## config.mk

```make
export PLATFORM = sky130hd
export DESIGN_NAME = spdb_serial
export DESIGN_NICKNAME = d
export VERILOG_FILES = /design/src/spdb_pkg.sv /design/src/spdb_serial.sv
export SDC_FILE = /design/constraint.sdc
export NUM_CORES = 1
export LEC_CHECK = 0
export BUFFER_PORTS_ARGS = -buffer_cell sky130_fd_sc_hd__buf_2
export CAP_MARGIN = 20
export CORE_UTILIZATION = 54
export DETAILED_ROUTE_END_ITERATION = 12
export GPL_TIMING_DRIVEN = 0
export PLACE_DENSITY = 0.76
export REMOVE_ABC_BUFFERS = 1
export SYNTH_ARGS = -nofsm -noshare
export SYNTH_HDL_FRONTEND = slang
export SYNTH_SLANG_ARGS = --single-unit
```

## constraint.sdc

```tcl
create_clock -name ref_clk_in -period 2.1 [get_ports ref_clk_in]
set_input_delay 0.21 -clock ref_clk_in [delete_from_list [all_inputs] [get_ports ref_clk_in]]
set_output_delay 0.21 -clock ref_clk_in [all_outputs]
set_load 0.005 [all_outputs]
```

## src/spdb_pkg.sv

```systemverilog
package spdb_pkg;

  // Register byte addresses as seen on the register port
  localparam logic [15:0] ADDR_FRAME_FORMAT = 16'hffa8;
  localparam logic [15:0] ADDR_BAUD_DIVISOR = 16'hffa9;
  localparam logic [15:0] ADDR_SERIAL_CTRL  = 16'hffaa;
  localparam logic [15:0] ADDR_TX_HOLDING   = 16'hffab;
  localparam logic [15:0] ADDR_SERIAL_STAT  = 16'hffac;
  localparam logic [15:0] ADDR_RX_HOLDING   = 16'hffad;
  localparam logic [15:0] ADDR_IRQ_STATUS   = 16'hffae;
  localparam logic [15:0] ADDR_IRQ_MASK     = 16'hffaf;

  // Values after reset
  localparam logic [7:0] RST_TX_HOLDING   = 8'hff;
  localparam logic [7:0] RST_RX_HOLDING   = 8'h00;
  localparam logic [7:0] RST_FRAME_FORMAT = 8'h00;
  localparam logic [7:0] RST_BAUD_DIVISOR = 8'hff;
  localparam logic [7:0] RST_SERIAL_CTRL  = 8'h00;
  localparam logic [7:0] RST_IRQ_MASK     = 8'h00;
  localparam logic [7:0] READ_ZERO        = 8'h00;

  // Bit positions in serial_control
  localparam int CTRL_TX_EN = 5;
  localparam int CTRL_RX_EN = 4;

  // Bit positions in serial_status (reserved bits read zero)
  localparam int STAT_TX_EMPTY = 7;
  localparam int STAT_RX_FULL  = 6;
  localparam int STAT_OVERRUN  = 5;
  localparam int STAT_FRAMING  = 4;
  localparam int STAT_TX_END   = 2;

  // Bit positions in irq_status and irq_mask
  localparam int IRQ_RX_FULL  = 0;
  localparam int IRQ_TX_EMPTY = 1;
  localparam int IRQ_OVERRUN  = 2;
  localparam int IRQ_FRAMING  = 3;
  localparam int IRQ_TX_END   = 4;
  localparam int IRQ_COUNT    = 5;

  // Index of the last data bit in one frame
  localparam logic [2:0] LAST_DATA_BIT = 3'h7;

  // Serial line states, Gray coded along the frame
  typedef enum logic [1:0] {
    SPDB_IDLE  = 2'b00,
    SPDB_START = 2'b01,
    SPDB_DATA  = 2'b11,
    SPDB_STOP  = 2'b10
  } spdb_line_e;

  // One register port request
  typedef struct packed {
    logic [15:0] addr;
    logic [7:0]  wdata;
    logic        wr;
    logic        rd;
  } spdb_req_s;

endpackage : spdb_pkg

```

## src/spdb_serial.sv

```systemverilog
`timescale 1ns/1ps

module spdb_serial (
  input  wire logic        ref_clk_in,
  input  wire logic        rst_n_in,
  input  wire logic [15:0] addr_in,
  input  wire logic [7:0]  wr_data_in,
  input  wire logic        wr_in,
  input  wire logic        rd_in,
  output logic      [7:0]  rd_data_out,
  input  wire logic        rx_pin_in,
  output logic             tx_pin_out,
  output logic             irq_out
);

  // Bundle the register port request
  spdb_pkg::spdb_req_s req;
  assign req = '{addr: addr_in, wdata: wr_data_in, wr: wr_in, rd: rd_in};

  // Software visible registers
  logic [7:0] frame_format;
  logic [7:0] baud_divisor;
  logic [7:0] serial_control;
  logic [7:0] tx_holding;
  logic [7:0] rx_holding;
  logic [7:0] irq_mask;
  logic [spdb_pkg::IRQ_COUNT-1:0] irq_status;
  logic       tx_empty_flag;
  logic       rx_full_flag;
  logic       overrun_flag;
  logic       framing_flag;
  logic       tx_end_flag;

  // Hidden datapath state
  logic [7:0] receive_shift_reg;
  logic [7:0] transmit_shift_reg;
  logic [7:0] rx_cnt;
  logic [7:0] tx_cnt;
  logic [2:0] rx_bit;
  logic [2:0] tx_bit;
  logic       rx_meta;
  logic       rx_sync;
  spdb_pkg::spdb_line_e rx_state;
  spdb_pkg::spdb_line_e tx_state;

  // Address decode; shift registers have no address at all
  wire sel_format = req.addr == spdb_pkg::ADDR_FRAME_FORMAT;
  wire sel_baud   = req.addr == spdb_pkg::ADDR_BAUD_DIVISOR;
  wire sel_ctrl   = req.addr == spdb_pkg::ADDR_SERIAL_CTRL;
  wire sel_txh    = req.addr == spdb_pkg::ADDR_TX_HOLDING;
  wire sel_stat   = req.addr == spdb_pkg::ADDR_SERIAL_STAT;
  wire sel_rxh    = req.addr == spdb_pkg::ADDR_RX_HOLDING;
  wire sel_istat  = req.addr == spdb_pkg::ADDR_IRQ_STATUS;
  wire sel_imask  = req.addr == spdb_pkg::ADDR_IRQ_MASK;

  wire wr_format  = req.wr && sel_format;
  wire wr_baud    = req.wr && sel_baud;
  wire wr_ctrl    = req.wr && sel_ctrl;
  wire wr_txh     = req.wr && sel_txh;
  wire wr_stat    = req.wr && sel_stat;
  wire wr_imask   = req.wr && sel_imask;
  wire rd_rxh     = req.rd && sel_rxh;
  wire rd_istat   = req.rd && sel_istat;

  wire tx_en      = serial_control[spdb_pkg::CTRL_TX_EN];
  wire rx_en      = serial_control[spdb_pkg::CTRL_RX_EN];

  // Status image; reserved bits read zero
  wire [7:0] status_image;
  assign status_image = {tx_empty_flag, rx_full_flag, overrun_flag, framing_flag,
                         1'b0, tx_end_flag, 2'b00};

  // Read multiplexer; unmapped addresses read zero
  wire [7:0] next_rd_data =
    sel_format ? frame_format :
    sel_baud   ? baud_divisor :
    sel_ctrl   ? serial_control :
    sel_txh    ? tx_holding :
    sel_stat   ? status_image :
    sel_rxh    ? rx_holding :
    sel_istat  ? {3'b000, irq_status} :
    sel_imask  ? irq_mask : spdb_pkg::READ_ZERO;

  // Read data stands only in the cycle after the strobe
  logic [7:0] rd_data;
  always_ff @(posedge ref_clk_in)
  begin
    if (!rst_n_in)
      rd_data <= spdb_pkg::READ_ZERO;
    else
      rd_data <= req.rd ? next_rd_data : spdb_pkg::READ_ZERO;
  end
  assign rd_data_out = rd_data;

  // Plain configuration registers
  always_ff @(posedge ref_clk_in)
  begin
    if (!rst_n_in)
    begin
      frame_format   <= spdb_pkg::RST_FRAME_FORMAT;
      baud_divisor   <= spdb_pkg::RST_BAUD_DIVISOR;
      serial_control <= spdb_pkg::RST_SERIAL_CTRL;
      irq_mask       <= spdb_pkg::RST_IRQ_MASK;
    end
    else
    begin
      if (wr_format) frame_format <= req.wdata;
      if (wr_baud) baud_divisor <= req.wdata;
      if (wr_ctrl) serial_control <= req.wdata;
      if (wr_imask) irq_mask <= req.wdata;
    end
  end

  // Receive pin passes two flops before anything looks at it
  always_ff @(posedge ref_clk_in)
  begin
    if (!rst_n_in)
    begin
      rx_meta <= 1'b1;
      rx_sync <= 1'b1;
    end
    else
    begin
      rx_meta <= rx_pin_in;
      rx_sync <= rx_meta;
    end
  end

  // Receive timing: one bit lasts baud_divisor+1 cycles, sampled mid-bit
  wire rx_tick      = rx_cnt == 8'h00;
  wire rx_frame_end = rx_state == spdb_pkg::SPDB_STOP && rx_tick;
  wire rx_move      = rx_frame_end && !rx_full_flag;
  wire rx_overrun   = rx_frame_end && rx_full_flag;
  wire rx_bad_stop  = rx_frame_end && !rx_sync;

  // Receive line sequencer
  always_ff @(posedge ref_clk_in)
  begin
    if (!rst_n_in)
    begin
      rx_state          <= spdb_pkg::SPDB_IDLE;
      rx_cnt            <= 8'h00;
      rx_bit            <= 3'h0;
      receive_shift_reg <= 8'h00;
    end
    else
    begin
      rx_cnt <= rx_tick ? baud_divisor : rx_cnt - 8'h01;
      unique case (rx_state)
        spdb_pkg::SPDB_IDLE:
          if (rx_en && !rx_sync)
          begin
            rx_state <= spdb_pkg::SPDB_START;
            rx_cnt   <= {1'b0, baud_divisor[7:1]};
          end
        spdb_pkg::SPDB_START:
          if (rx_tick)
          begin
            rx_state <= rx_sync ? spdb_pkg::SPDB_IDLE : spdb_pkg::SPDB_DATA;
            rx_bit   <= 3'h0;
          end
        spdb_pkg::SPDB_DATA:
          if (rx_tick)
          begin
            receive_shift_reg <= {rx_sync, receive_shift_reg[7:1]};
            rx_bit            <= rx_bit + 3'h1;
            if (rx_bit == spdb_pkg::LAST_DATA_BIT)
              rx_state <= spdb_pkg::SPDB_STOP;
          end
        spdb_pkg::SPDB_STOP:
          if (rx_tick)
            rx_state <= spdb_pkg::SPDB_IDLE;
      endcase
    end
  end

  // Receive holding and its flags; hardware set wins over software clear
  always_ff @(posedge ref_clk_in)
  begin
    if (!rst_n_in)
    begin
      rx_holding   <= spdb_pkg::RST_RX_HOLDING;
      rx_full_flag <= 1'b0;
      overrun_flag <= 1'b0;
      framing_flag <= 1'b0;
    end
    else
    begin
      if (rx_move)
        rx_holding <= receive_shift_reg;
      rx_full_flag <= rx_move | (rx_full_flag & ~rd_rxh);
      overrun_flag <= rx_overrun |
                      (overrun_flag & ~(wr_stat & ~req.wdata[spdb_pkg::STAT_OVERRUN]));
      framing_flag <= rx_bad_stop |
                      (framing_flag & ~(wr_stat & ~req.wdata[spdb_pkg::STAT_FRAMING]));
    end
  end

  // Transmit timing and the load from holding into the shift register
  wire tx_tick  = tx_cnt == 8'h00;
  wire tx_idle  = tx_state == spdb_pkg::SPDB_IDLE;
  wire tx_done  = tx_state == spdb_pkg::SPDB_STOP && tx_tick;
  wire tx_load  = tx_en && !tx_empty_flag && (tx_idle || tx_done);
  wire tx_final = tx_done && tx_empty_flag;

  // Transmit line sequencer, least significant bit first
  always_ff @(posedge ref_clk_in)
  begin
    if (!rst_n_in)
    begin
      tx_state           <= spdb_pkg::SPDB_IDLE;
      tx_cnt             <= 8'h00;
      tx_bit             <= 3'h0;
      transmit_shift_reg <= 8'h00;
      tx_pin_out         <= 1'b1;
    end
    else
    begin
      tx_cnt <= tx_tick ? baud_divisor : tx_cnt - 8'h01;
      unique case (tx_state)
        spdb_pkg::SPDB_IDLE:
          tx_pin_out <= 1'b1;
        spdb_pkg::SPDB_START:
          if (tx_tick)
          begin
            tx_state   <= spdb_pkg::SPDB_DATA;
            tx_pin_out <= transmit_shift_reg[0];
            tx_bit     <= 3'h0;
          end
        spdb_pkg::SPDB_DATA:
          if (tx_tick)
          begin
            transmit_shift_reg <= {1'b1, transmit_shift_reg[7:1]};
            tx_bit             <= tx_bit + 3'h1;
            if (tx_bit == spdb_pkg::LAST_DATA_BIT)
            begin
              tx_state   <= spdb_pkg::SPDB_STOP;
              tx_pin_out <= 1'b1;
            end
            else
              tx_pin_out <= transmit_shift_reg[1];
          end
        spdb_pkg::SPDB_STOP:
          if (tx_tick)
            tx_state <= spdb_pkg::SPDB_IDLE;
      endcase
      // A load overrides the idle return so frames follow back to back
      if (tx_load)
      begin
        transmit_shift_reg <= tx_holding;
        tx_state           <= spdb_pkg::SPDB_START;
        tx_cnt             <= baud_divisor;
        tx_pin_out         <= 1'b0;
      end
    end
  end

  // Transmit holding and its flags; the load sets empty, a write clears it
  always_ff @(posedge ref_clk_in)
  begin
    if (!rst_n_in)
    begin
      tx_holding    <= spdb_pkg::RST_TX_HOLDING;
      tx_empty_flag <= 1'b1;
      tx_end_flag   <= 1'b1;
    end
    else
    begin
      if (wr_txh)
        tx_holding <= req.wdata;
      tx_empty_flag <= tx_load | (tx_empty_flag & ~wr_txh);
      tx_end_flag   <= tx_final | (tx_end_flag & ~tx_load);
    end
  end

  // Event pulses into the sticky interrupt status
  wire [spdb_pkg::IRQ_COUNT-1:0] irq_event;
  assign irq_event[spdb_pkg::IRQ_RX_FULL]  = rx_move;
  assign irq_event[spdb_pkg::IRQ_TX_EMPTY] = tx_load;
  assign irq_event[spdb_pkg::IRQ_OVERRUN]  = rx_overrun;
  assign irq_event[spdb_pkg::IRQ_FRAMING]  = rx_bad_stop;
  assign irq_event[spdb_pkg::IRQ_TX_END]   = tx_final;

  // Reading the status clears it, but an event in that cycle survives
  wire [spdb_pkg::IRQ_COUNT-1:0] next_irq_status;
  genvar gi;
  generate
    for (gi = 0; gi < spdb_pkg::IRQ_COUNT; gi++)
    begin : g_irq
      assign next_irq_status[gi] = irq_event[gi] | (irq_status[gi] & ~rd_istat);
    end
  endgenerate

  // One process owns the whole sticky vector, so no bit has two writers
  always_ff @(posedge ref_clk_in)
  begin
    if (!rst_n_in)
      irq_status <= {spdb_pkg::IRQ_COUNT{1'b0}};
    else
      irq_status <= next_irq_status;
  end

  // Level interrupt while any unmasked sticky bit is set
  assign irq_out = |(irq_status & irq_mask[spdb_pkg::IRQ_COUNT-1:0]);

endmodule : spdb_serial

```

==> impl_metrics.json, run 1 <==
{
  "async_flop_share_pct": 0,
  "grt_pass1_vias": 4022,
  "ys.flop_type": "dfxtp_1",
  "slew_headroom_pct": 25.4,
  "total_power_mw": 5.04,
  "start_util_pct": 56.1,
  "synthCells": 559,
  "top_layer_used": "met4",
  "wl_met2_mm": 5.76,
  "portBuffers": 38,
  "holdCritPathClass": "in -> reg",
  "worstPathArrival_ns": 2.45,
  "fin_crit_ns": 2.18,
  "regArea_um2": 2230,
  "root_buffer": "clkbuf_8",
  "crit_required_ns": 2.37,
  "power_density_nw_per_um2": 845,
  "min_period_over_period_pct": 104,
  "place.detailed.hpwl_mm": 8.12,
  "end_kind": "flip-flop",
  "critPathKind": "reg -> reg",
  "drc": 0,
  "detail_route.vias_per_cell": 5.80,
  "drtIter0Drc": 258,
  "worst_pin_slew_ns": 1.10,
  "worstReg2RegStart": "rx_cnt[5]$_SDFF_PN0_",
  "fin_skew_ns": 0.0105,
  "reg2regPathDepth": 6,
  "violations": "setup timing",
  "clock-sinks": 111,
  "seq_area_frac_synth_pct": 42.5,
  "drt-wirelength-per-cell_um": 16.6,
  "regToRegSetupSlack_ns": -0.08,
  "grt_first_pass_wirelength_mm": 19.7,
  "path_max_fanout": 5,
  "vias": 4242,
  "min_from": "wr_data_in[5]",
  "core_um2": 9330,
  "grt_max_degree": 113,
  "cts_buffers": 9,
  "met1Wirelength_mm": 5.49,
  "die_h_um": 100,
  "yosysUniqueCellTypes": 56,
  "syn_area_um2": 5230,
  "synth_edf_count": 0,
  "syn_area_per_cell_um2": 9.35,
  "die_x_um": 100,
  "globalRouteTotalUtil_pct": 25.2,
  "routed_wl_mm": 12.1,
  "peakVddDrop_uv": 434,
  "fin_util_pct": 63.9,
  "r2r-end": "rx_holding[5]$_SDFFE_PN0P_",
  "multi_input_area_um2": 2920,
  "leakage_nw": 2.40,
  "synth.ff_latch_count": 111,
  "antenna_found_initial": 0,
  "antenna_cells": 0,
  "area_delta_synth_final_pct": 14.0,
  "min_to": "baud_divisor[5]$_SDFFE_PN1P_",
  "place.gp.congestion": 0.849,
  "cts_max_level": 3,
  "fmax_mhz": 458,
  "drtPass1Iterations": 5,
  "setup_viol": 8,
  "max_cap_viol_count": 0,
  "cts_tree": "yes",
  "drive_gt1_share_pct": 20.4,
  "nets": 637,
  "grt_overflow": 0,
  "dieArea_um2": 10100,
  "status": "complete, but fails checks",
  "synth_warnings": 0,
  "row_count": 35,
  "wl_met3_um": 563,
  "holdPathStages": 3,
  "rsz0062_at_grt": "yes",
  "fill_cells": 773,
  "ant_nets": 0,
  "setup_ws_ns": -0.0813,
  "clk_path_buf_depth": 2,
  "clk_latency_ns": 0.38,
  "final_max_slew_viol_count": 0,
  "start_kind": "flip-flop",
  "clk_pin_slew_worst_paths_ns": 0.11,
  "io_pins": 39,
  "hold_viol": 0
}
## worst max path at each step
stage / from / to / slack, ns / cells after the start
2_1_floorplan: tx_cnt[0]$_SDFF_PN0_ / transmit_shift_reg[0]$_SDFFE_PN0P_ / -0.40 / 7
3_3_place_gp: tx_cnt[0]$_SDFF_PN0_ / transmit_shift_reg[5]$_SDFFE_PN0P_ / -0.96 / 7
3_5_place_dp: tx_cnt[0]$_SDFF_PN0_ / transmit_shift_reg[0]$_SDFFE_PN0P_ / -0.95 / 8
4_1_cts: rx_cnt[2]$_SDFF_PN0_ / rx_holding[3]$_SDFFE_PN0P_ / 0.001 / 6
5_1_grt: rx_cnt[5]$_SDFF_PN0_ / rx_holding[7]$_SDFFE_PN0P_ / -0.15 / 6
6_report: rx_cnt[5]$_SDFF_PN0_ / rx_holding[5]$_SDFFE_PN0P_ / -0.08 / 6
## synthesized netlist by cell type (all sizes together), types with 3 or more instances
cell type / instances / share of area, %
or3b: 3 / 0.50
ha: 11 / 2.6
o221a: 3 / 0.65
a21boi: 17 / 2.4
or4: 3 / 0.50
a21o: 3 / 0.43
nor4: 3 / 0.65
nor2b: 37 / 4.4
o21a: 3 / 0.43
nor3: 7 / 0.98
inv: 9 / 0.65
a21oi: 23 / 2.2
o211a: 6 / 1.1
buf: 10 / 1.1
nor4b: 3 / 0.62
a32oi: 5 / 0.84
mux2: 9 / 1.9
nand2b: 11 / 1.3
clkbuf: 25 / 1.8
dfxtp: 111 / 42
nand3: 28 / 2.7
nand4: 6 / 0.72
mux2i: 54 / 10
xor2: 3 / 0.50
xnor2: 6 / 1.0
a22o: 6 / 1.0
o211ai: 4 / 0.57
mux4: 5 / 2.2
nand2: 59 / 4.2
and3: 6 / 0.72
nor2: 21 / 1.5
o21ai: 39 / 3.7
## worst max-delay path, cell delays in order (launching register included)
cell	delay (ns)
dfxtp_2	0.34
or4_4	0.56
or3_4	0.41
nor3_4	0.31
clkbuf_16	0.21
mux2i_1	0.19
nor2b_1	0.06
## per-layer routing
layer  up-vias  global-route usage, %
li1       2075                      -
met1      2008                   33.7
met2       136                   40.8
met3        23                   3.90
met4         0                   10.6
met5         -                      0
## area by class of cell
class | instances | share of cell area, %
clock buffers | 9 | 2.08
clock inverters | 7 | 1.22
inverters | 9 | 0.567
multi-input cells | 404 | 48.9
flip-flops and latches | 111 | 37.4
well taps | 129 | 2.71
repair buffers | 62 | 7.05
## cell usage in the layout, fill, tap and decap left out, types with 3 or more instances in the layout
cell,n
dfxtp_1,104
nand2_1,59
mux2i_1,54
nor2b_1,37
buf_2,37
o21ai_0,34
nand3_1,26
a21oi_1,22
nor2_1,19
buf_4,18
a21boi_0,14
nand2b_1,11
inv_1,9
mux2_2,9
ha_1,9
clkbuf_8,9
dfxtp_2,7
xnor2_1,6
nand4_1,6
a22o_1,6
o211a_1,6
nor3_1,5
and3_1,5
mux4_2,5
a32oi_1,5
o211ai_1,4
o21ai_1,4
buf_6,4
o221a_2,3
o21a_1,3
a21o_1,3
xor2_1,3
## where the power goes
group,total (mW),internal (mW),switching [mW]
Sequential,2.41,2.25,0.158
Clock,1.29,0.554,0.741
Combinational,1.33,0.671,0.659
## through the flow
step                      hold slack [ns]  instances  setup WS (ns)  instance area [µm²]  TNS, ns
after detailed placement            0.394        692         -0.953                 5440   -45.60
after floorplan                     0.272        524         -0.404                 5080    -9.22
after CTS                           0.129        722        0.00125                 5830        0
after global placement              0.392        691         -0.964                 5430   -42.77
after global routing                0.134        731         -0.149                 5960    -1.01
final                               0.135        731        -0.0813                 5960   -0.362
## cell families after synthesis
logic type / count (synthesis) / synth area share (%)
DFF: 111 / 42.5
buffers and inverters: 44 / 3.52
AOI/OAI and AO/OA: 122 / 15.5
adders and majority gates: 11 / 2.63
and+or+nand+nor: 194 / 19.9
xor gates and xnor gates: 9 / 1.51
muxes: 68 / 14.4
## what timing repair did
item | 4_1_cts | 5_1_grt
pin swaps | 5 | 8
endpoints found under the setup margin | 80 | 35
hold buffers | 1 | 0
hold endpoints to repair | 1 | 0
cloned | 0 | 1
setup buffers | 13 | 8
gates resized for setup | 16 | 22
(Power assumes the default switching activity.)
==> run 2: changes to the inputs <==
- BUFFER_PORTS_ARGS: -buffer_cell sky130_fd_sc_hd__buf_2 -> -buffer_cell sky130_fd_sc_hd__clkbuf_2
==> run 2 against run 1 <==
Compared with the run above: the flow now finishes without violations; routed wire length rose by 2.2%; global-route usage barely moved; cell area fell by 0.11%; largest power group unchanged; non-clock buffer count fell by 6; via count fell by 0.14%; sequential power barely moved; sequential share of layout area barely moved; cell count fell by 0.82%; register-to-register slack improved by 0.13 ns; count of clock-buffer cells in the layout rose by 1.
==> impl_metrics.json, run 2 (synthesis gave the netlist of run 1 again) <==
{
  "rsz0062_at_grt": "yes",
  "min_period_over_period_pct": 97.6,
  "final_area_um2": 5950,
  "hold_viol": 0,
  "clk_latency_ns": 0.37,
  "area_delta_synth_final_pct": 13.9,
  "max_cap_viol_count": 0,
  "grt_first_pass_wirelength_mm": 19.9,
  "setup_viol": 0,
  "routed_wl_mm": 12.4,
  "start_kind": "flip-flop",
  "setup_tns_ns": 0,
  "worst_pin_slew_ns": 1.09,
  "critPathKind": "reg -> reg",
  "cts_buffers": 9,
  "path_max_fanout": 8,
  "clk_pin_slew_worst_paths_ns": 0.10,
  "antenna_cells": 0,
  "cts_max_level": 3,
  "holdCritPathClass": "in -> reg",
  "drt-wirelength-per-cell_um": 17.1,
  "drtIter0Drc": 274,
  "end_kind": "flip-flop",
  "status": "finished clean",
  "fin_cells": 725,
  "peakVddDrop_uv": 381,
  "clock-sinks": 111,
  "core_um2": 9330,
  "antenna_found_initial": 0,
  "final_common_cell": "dfxtp_1",
  "vias": 4236,
  "cts_tree": "yes",
  "fin_util_pct": 63.8,
  "grt_max_degree": 75,
  "post_dp_cell_area_um2": 5470,
  "start_util_pct": 56.1,
  "clk_path_buf_depth": 2,
  "globalRouteTotalUtil_pct": 25.3,
  "nets": 631,
  "dp.cells": 693,
  "row_count": 35,
  "slew_headroom_pct": 26.7,
  "fin_skew_ns": 0.0116,
  "fill_cells": 778,
  "die_h_um": 100,
  "fmax_mhz": 488,
  "final_max_slew_viol_count": 0,
  "place.detailed.hpwl_mm": 8.39,
  "place.gp.congestion": 0.859,
  "ant_nets": 0,
  "dieArea_um2": 10100,
  "leakage_nw": 2.40,
  "drive_gt1_share_pct": 19.8,
  "grt_overflow": 0,
  "ctsHoldBuffers": 0,
  "detail_route.vias_per_cell": 5.84,
  "io_pins": 39,
  "die_x_um": 100,
  "worstPathArrival_ns": 2.32,
  "root_buffer": "clkbuf_8",
  "drc": 0,
  "crit_required_ns": 2.37,
  "drtPass1Iterations": 5,
  "portBuffers": 38,
  "power_density_nw_per_um2": 874,
  "fin_crit_ns": 2.05,
  "grt_pass1_vias": 4030,
  "layout_common_cells": "dfxtp_1 (104), nand2_1 (59), mux2i_1 (54), clkbuf_2 (38), nor2b_1 (37)"
}
[run 2: layer usage]
| metal | up-vias | share of wire [%] | track usage (%) |
|---|---|---|---|
| li1 | 2062 | - | - |
| met1 | 2009 | 45 | 33.5 |
| met2 | 142 | 48 | 41.0 |
| met3 | 23 | 5.2 | 3.48 |
| met4 | 0 | 2.2 | 11.6 |
| met5 | - | 0 | 0 |
[run 2: what timing repair did]
action | in CTS | in global routing
gates resized for setup | 20 | 16
setup endpoints to repair | 73 | 31
buffers inserted | 12 | 3
pin swaps | 6 | 8
[run 2: final cells by class]
type	instances	area, µm²	share of cell area (%)
clock buffer	10	128	2.14
clock inverter	6	116	1.95
inverter	9	33.8	0.567
multi-input combinational	404	2920	49.0
sequential	111	2230	37.5
tap	129	161	2.71
timing repair buffer	56	365	6.14
[run 2: final timing paths]
| kind | slack [ns] | depth (start not counted) | to | from |
|---|---|---|---|---|
| worst min-delay path | 0.02 | 2 | rx_meta$_SDFF_PN1_ | rx_pin_in |
| worst max register to register | 0.05 | 7 | transmit_shift_reg[4]$_SDFFE_PN0P_ | tx_cnt[1]$_SDFF_PN0_ |
| worst min register to register | 0.42 | 1 | rx_sync$_SDFF_PN1_ | rx_meta$_SDFF_PN1_ |
| worst max-delay path | 0.05 | 7 | transmit_shift_reg[4]$_SDFFE_PN0P_ | tx_cnt[1]$_SDFF_PN0_ |
[run 2: report_power, final]
group / leakage [nW] / switching [mW] / internal [mW]
Sequential: 0.901 / 0.164 / 2.25
Combinational: 1.38 / 0.643 / 0.619
Clock: 0.121 / 0.725 / 0.802
Total: 2.40 / 1.53 / 3.67
[run 2: metrics by stage]
step	worst slack (ns)	hold WS, ns	total power [mW]
after floorplan	-0.404	0.272	3.23
after global placement	-0.976	0.393	3.44
after detailed placement	-0.906	0.395	3.51
after CTS	0.00163	0.00269	5.15
after global routing	-0.0435	0.0228	5.48
final	0.0501	0.0152	5.21
[run 2: worst max-delay path, stage by stage (launching register included)]
cell and delay [ns]:
dfxtp_2 0.34, inv_2 0.07, ha_4 0.13, or3b_4 0.41, buf_6 0.14, or4_4 0.58, mux2i_1 0.20, a21oi_1 0.08
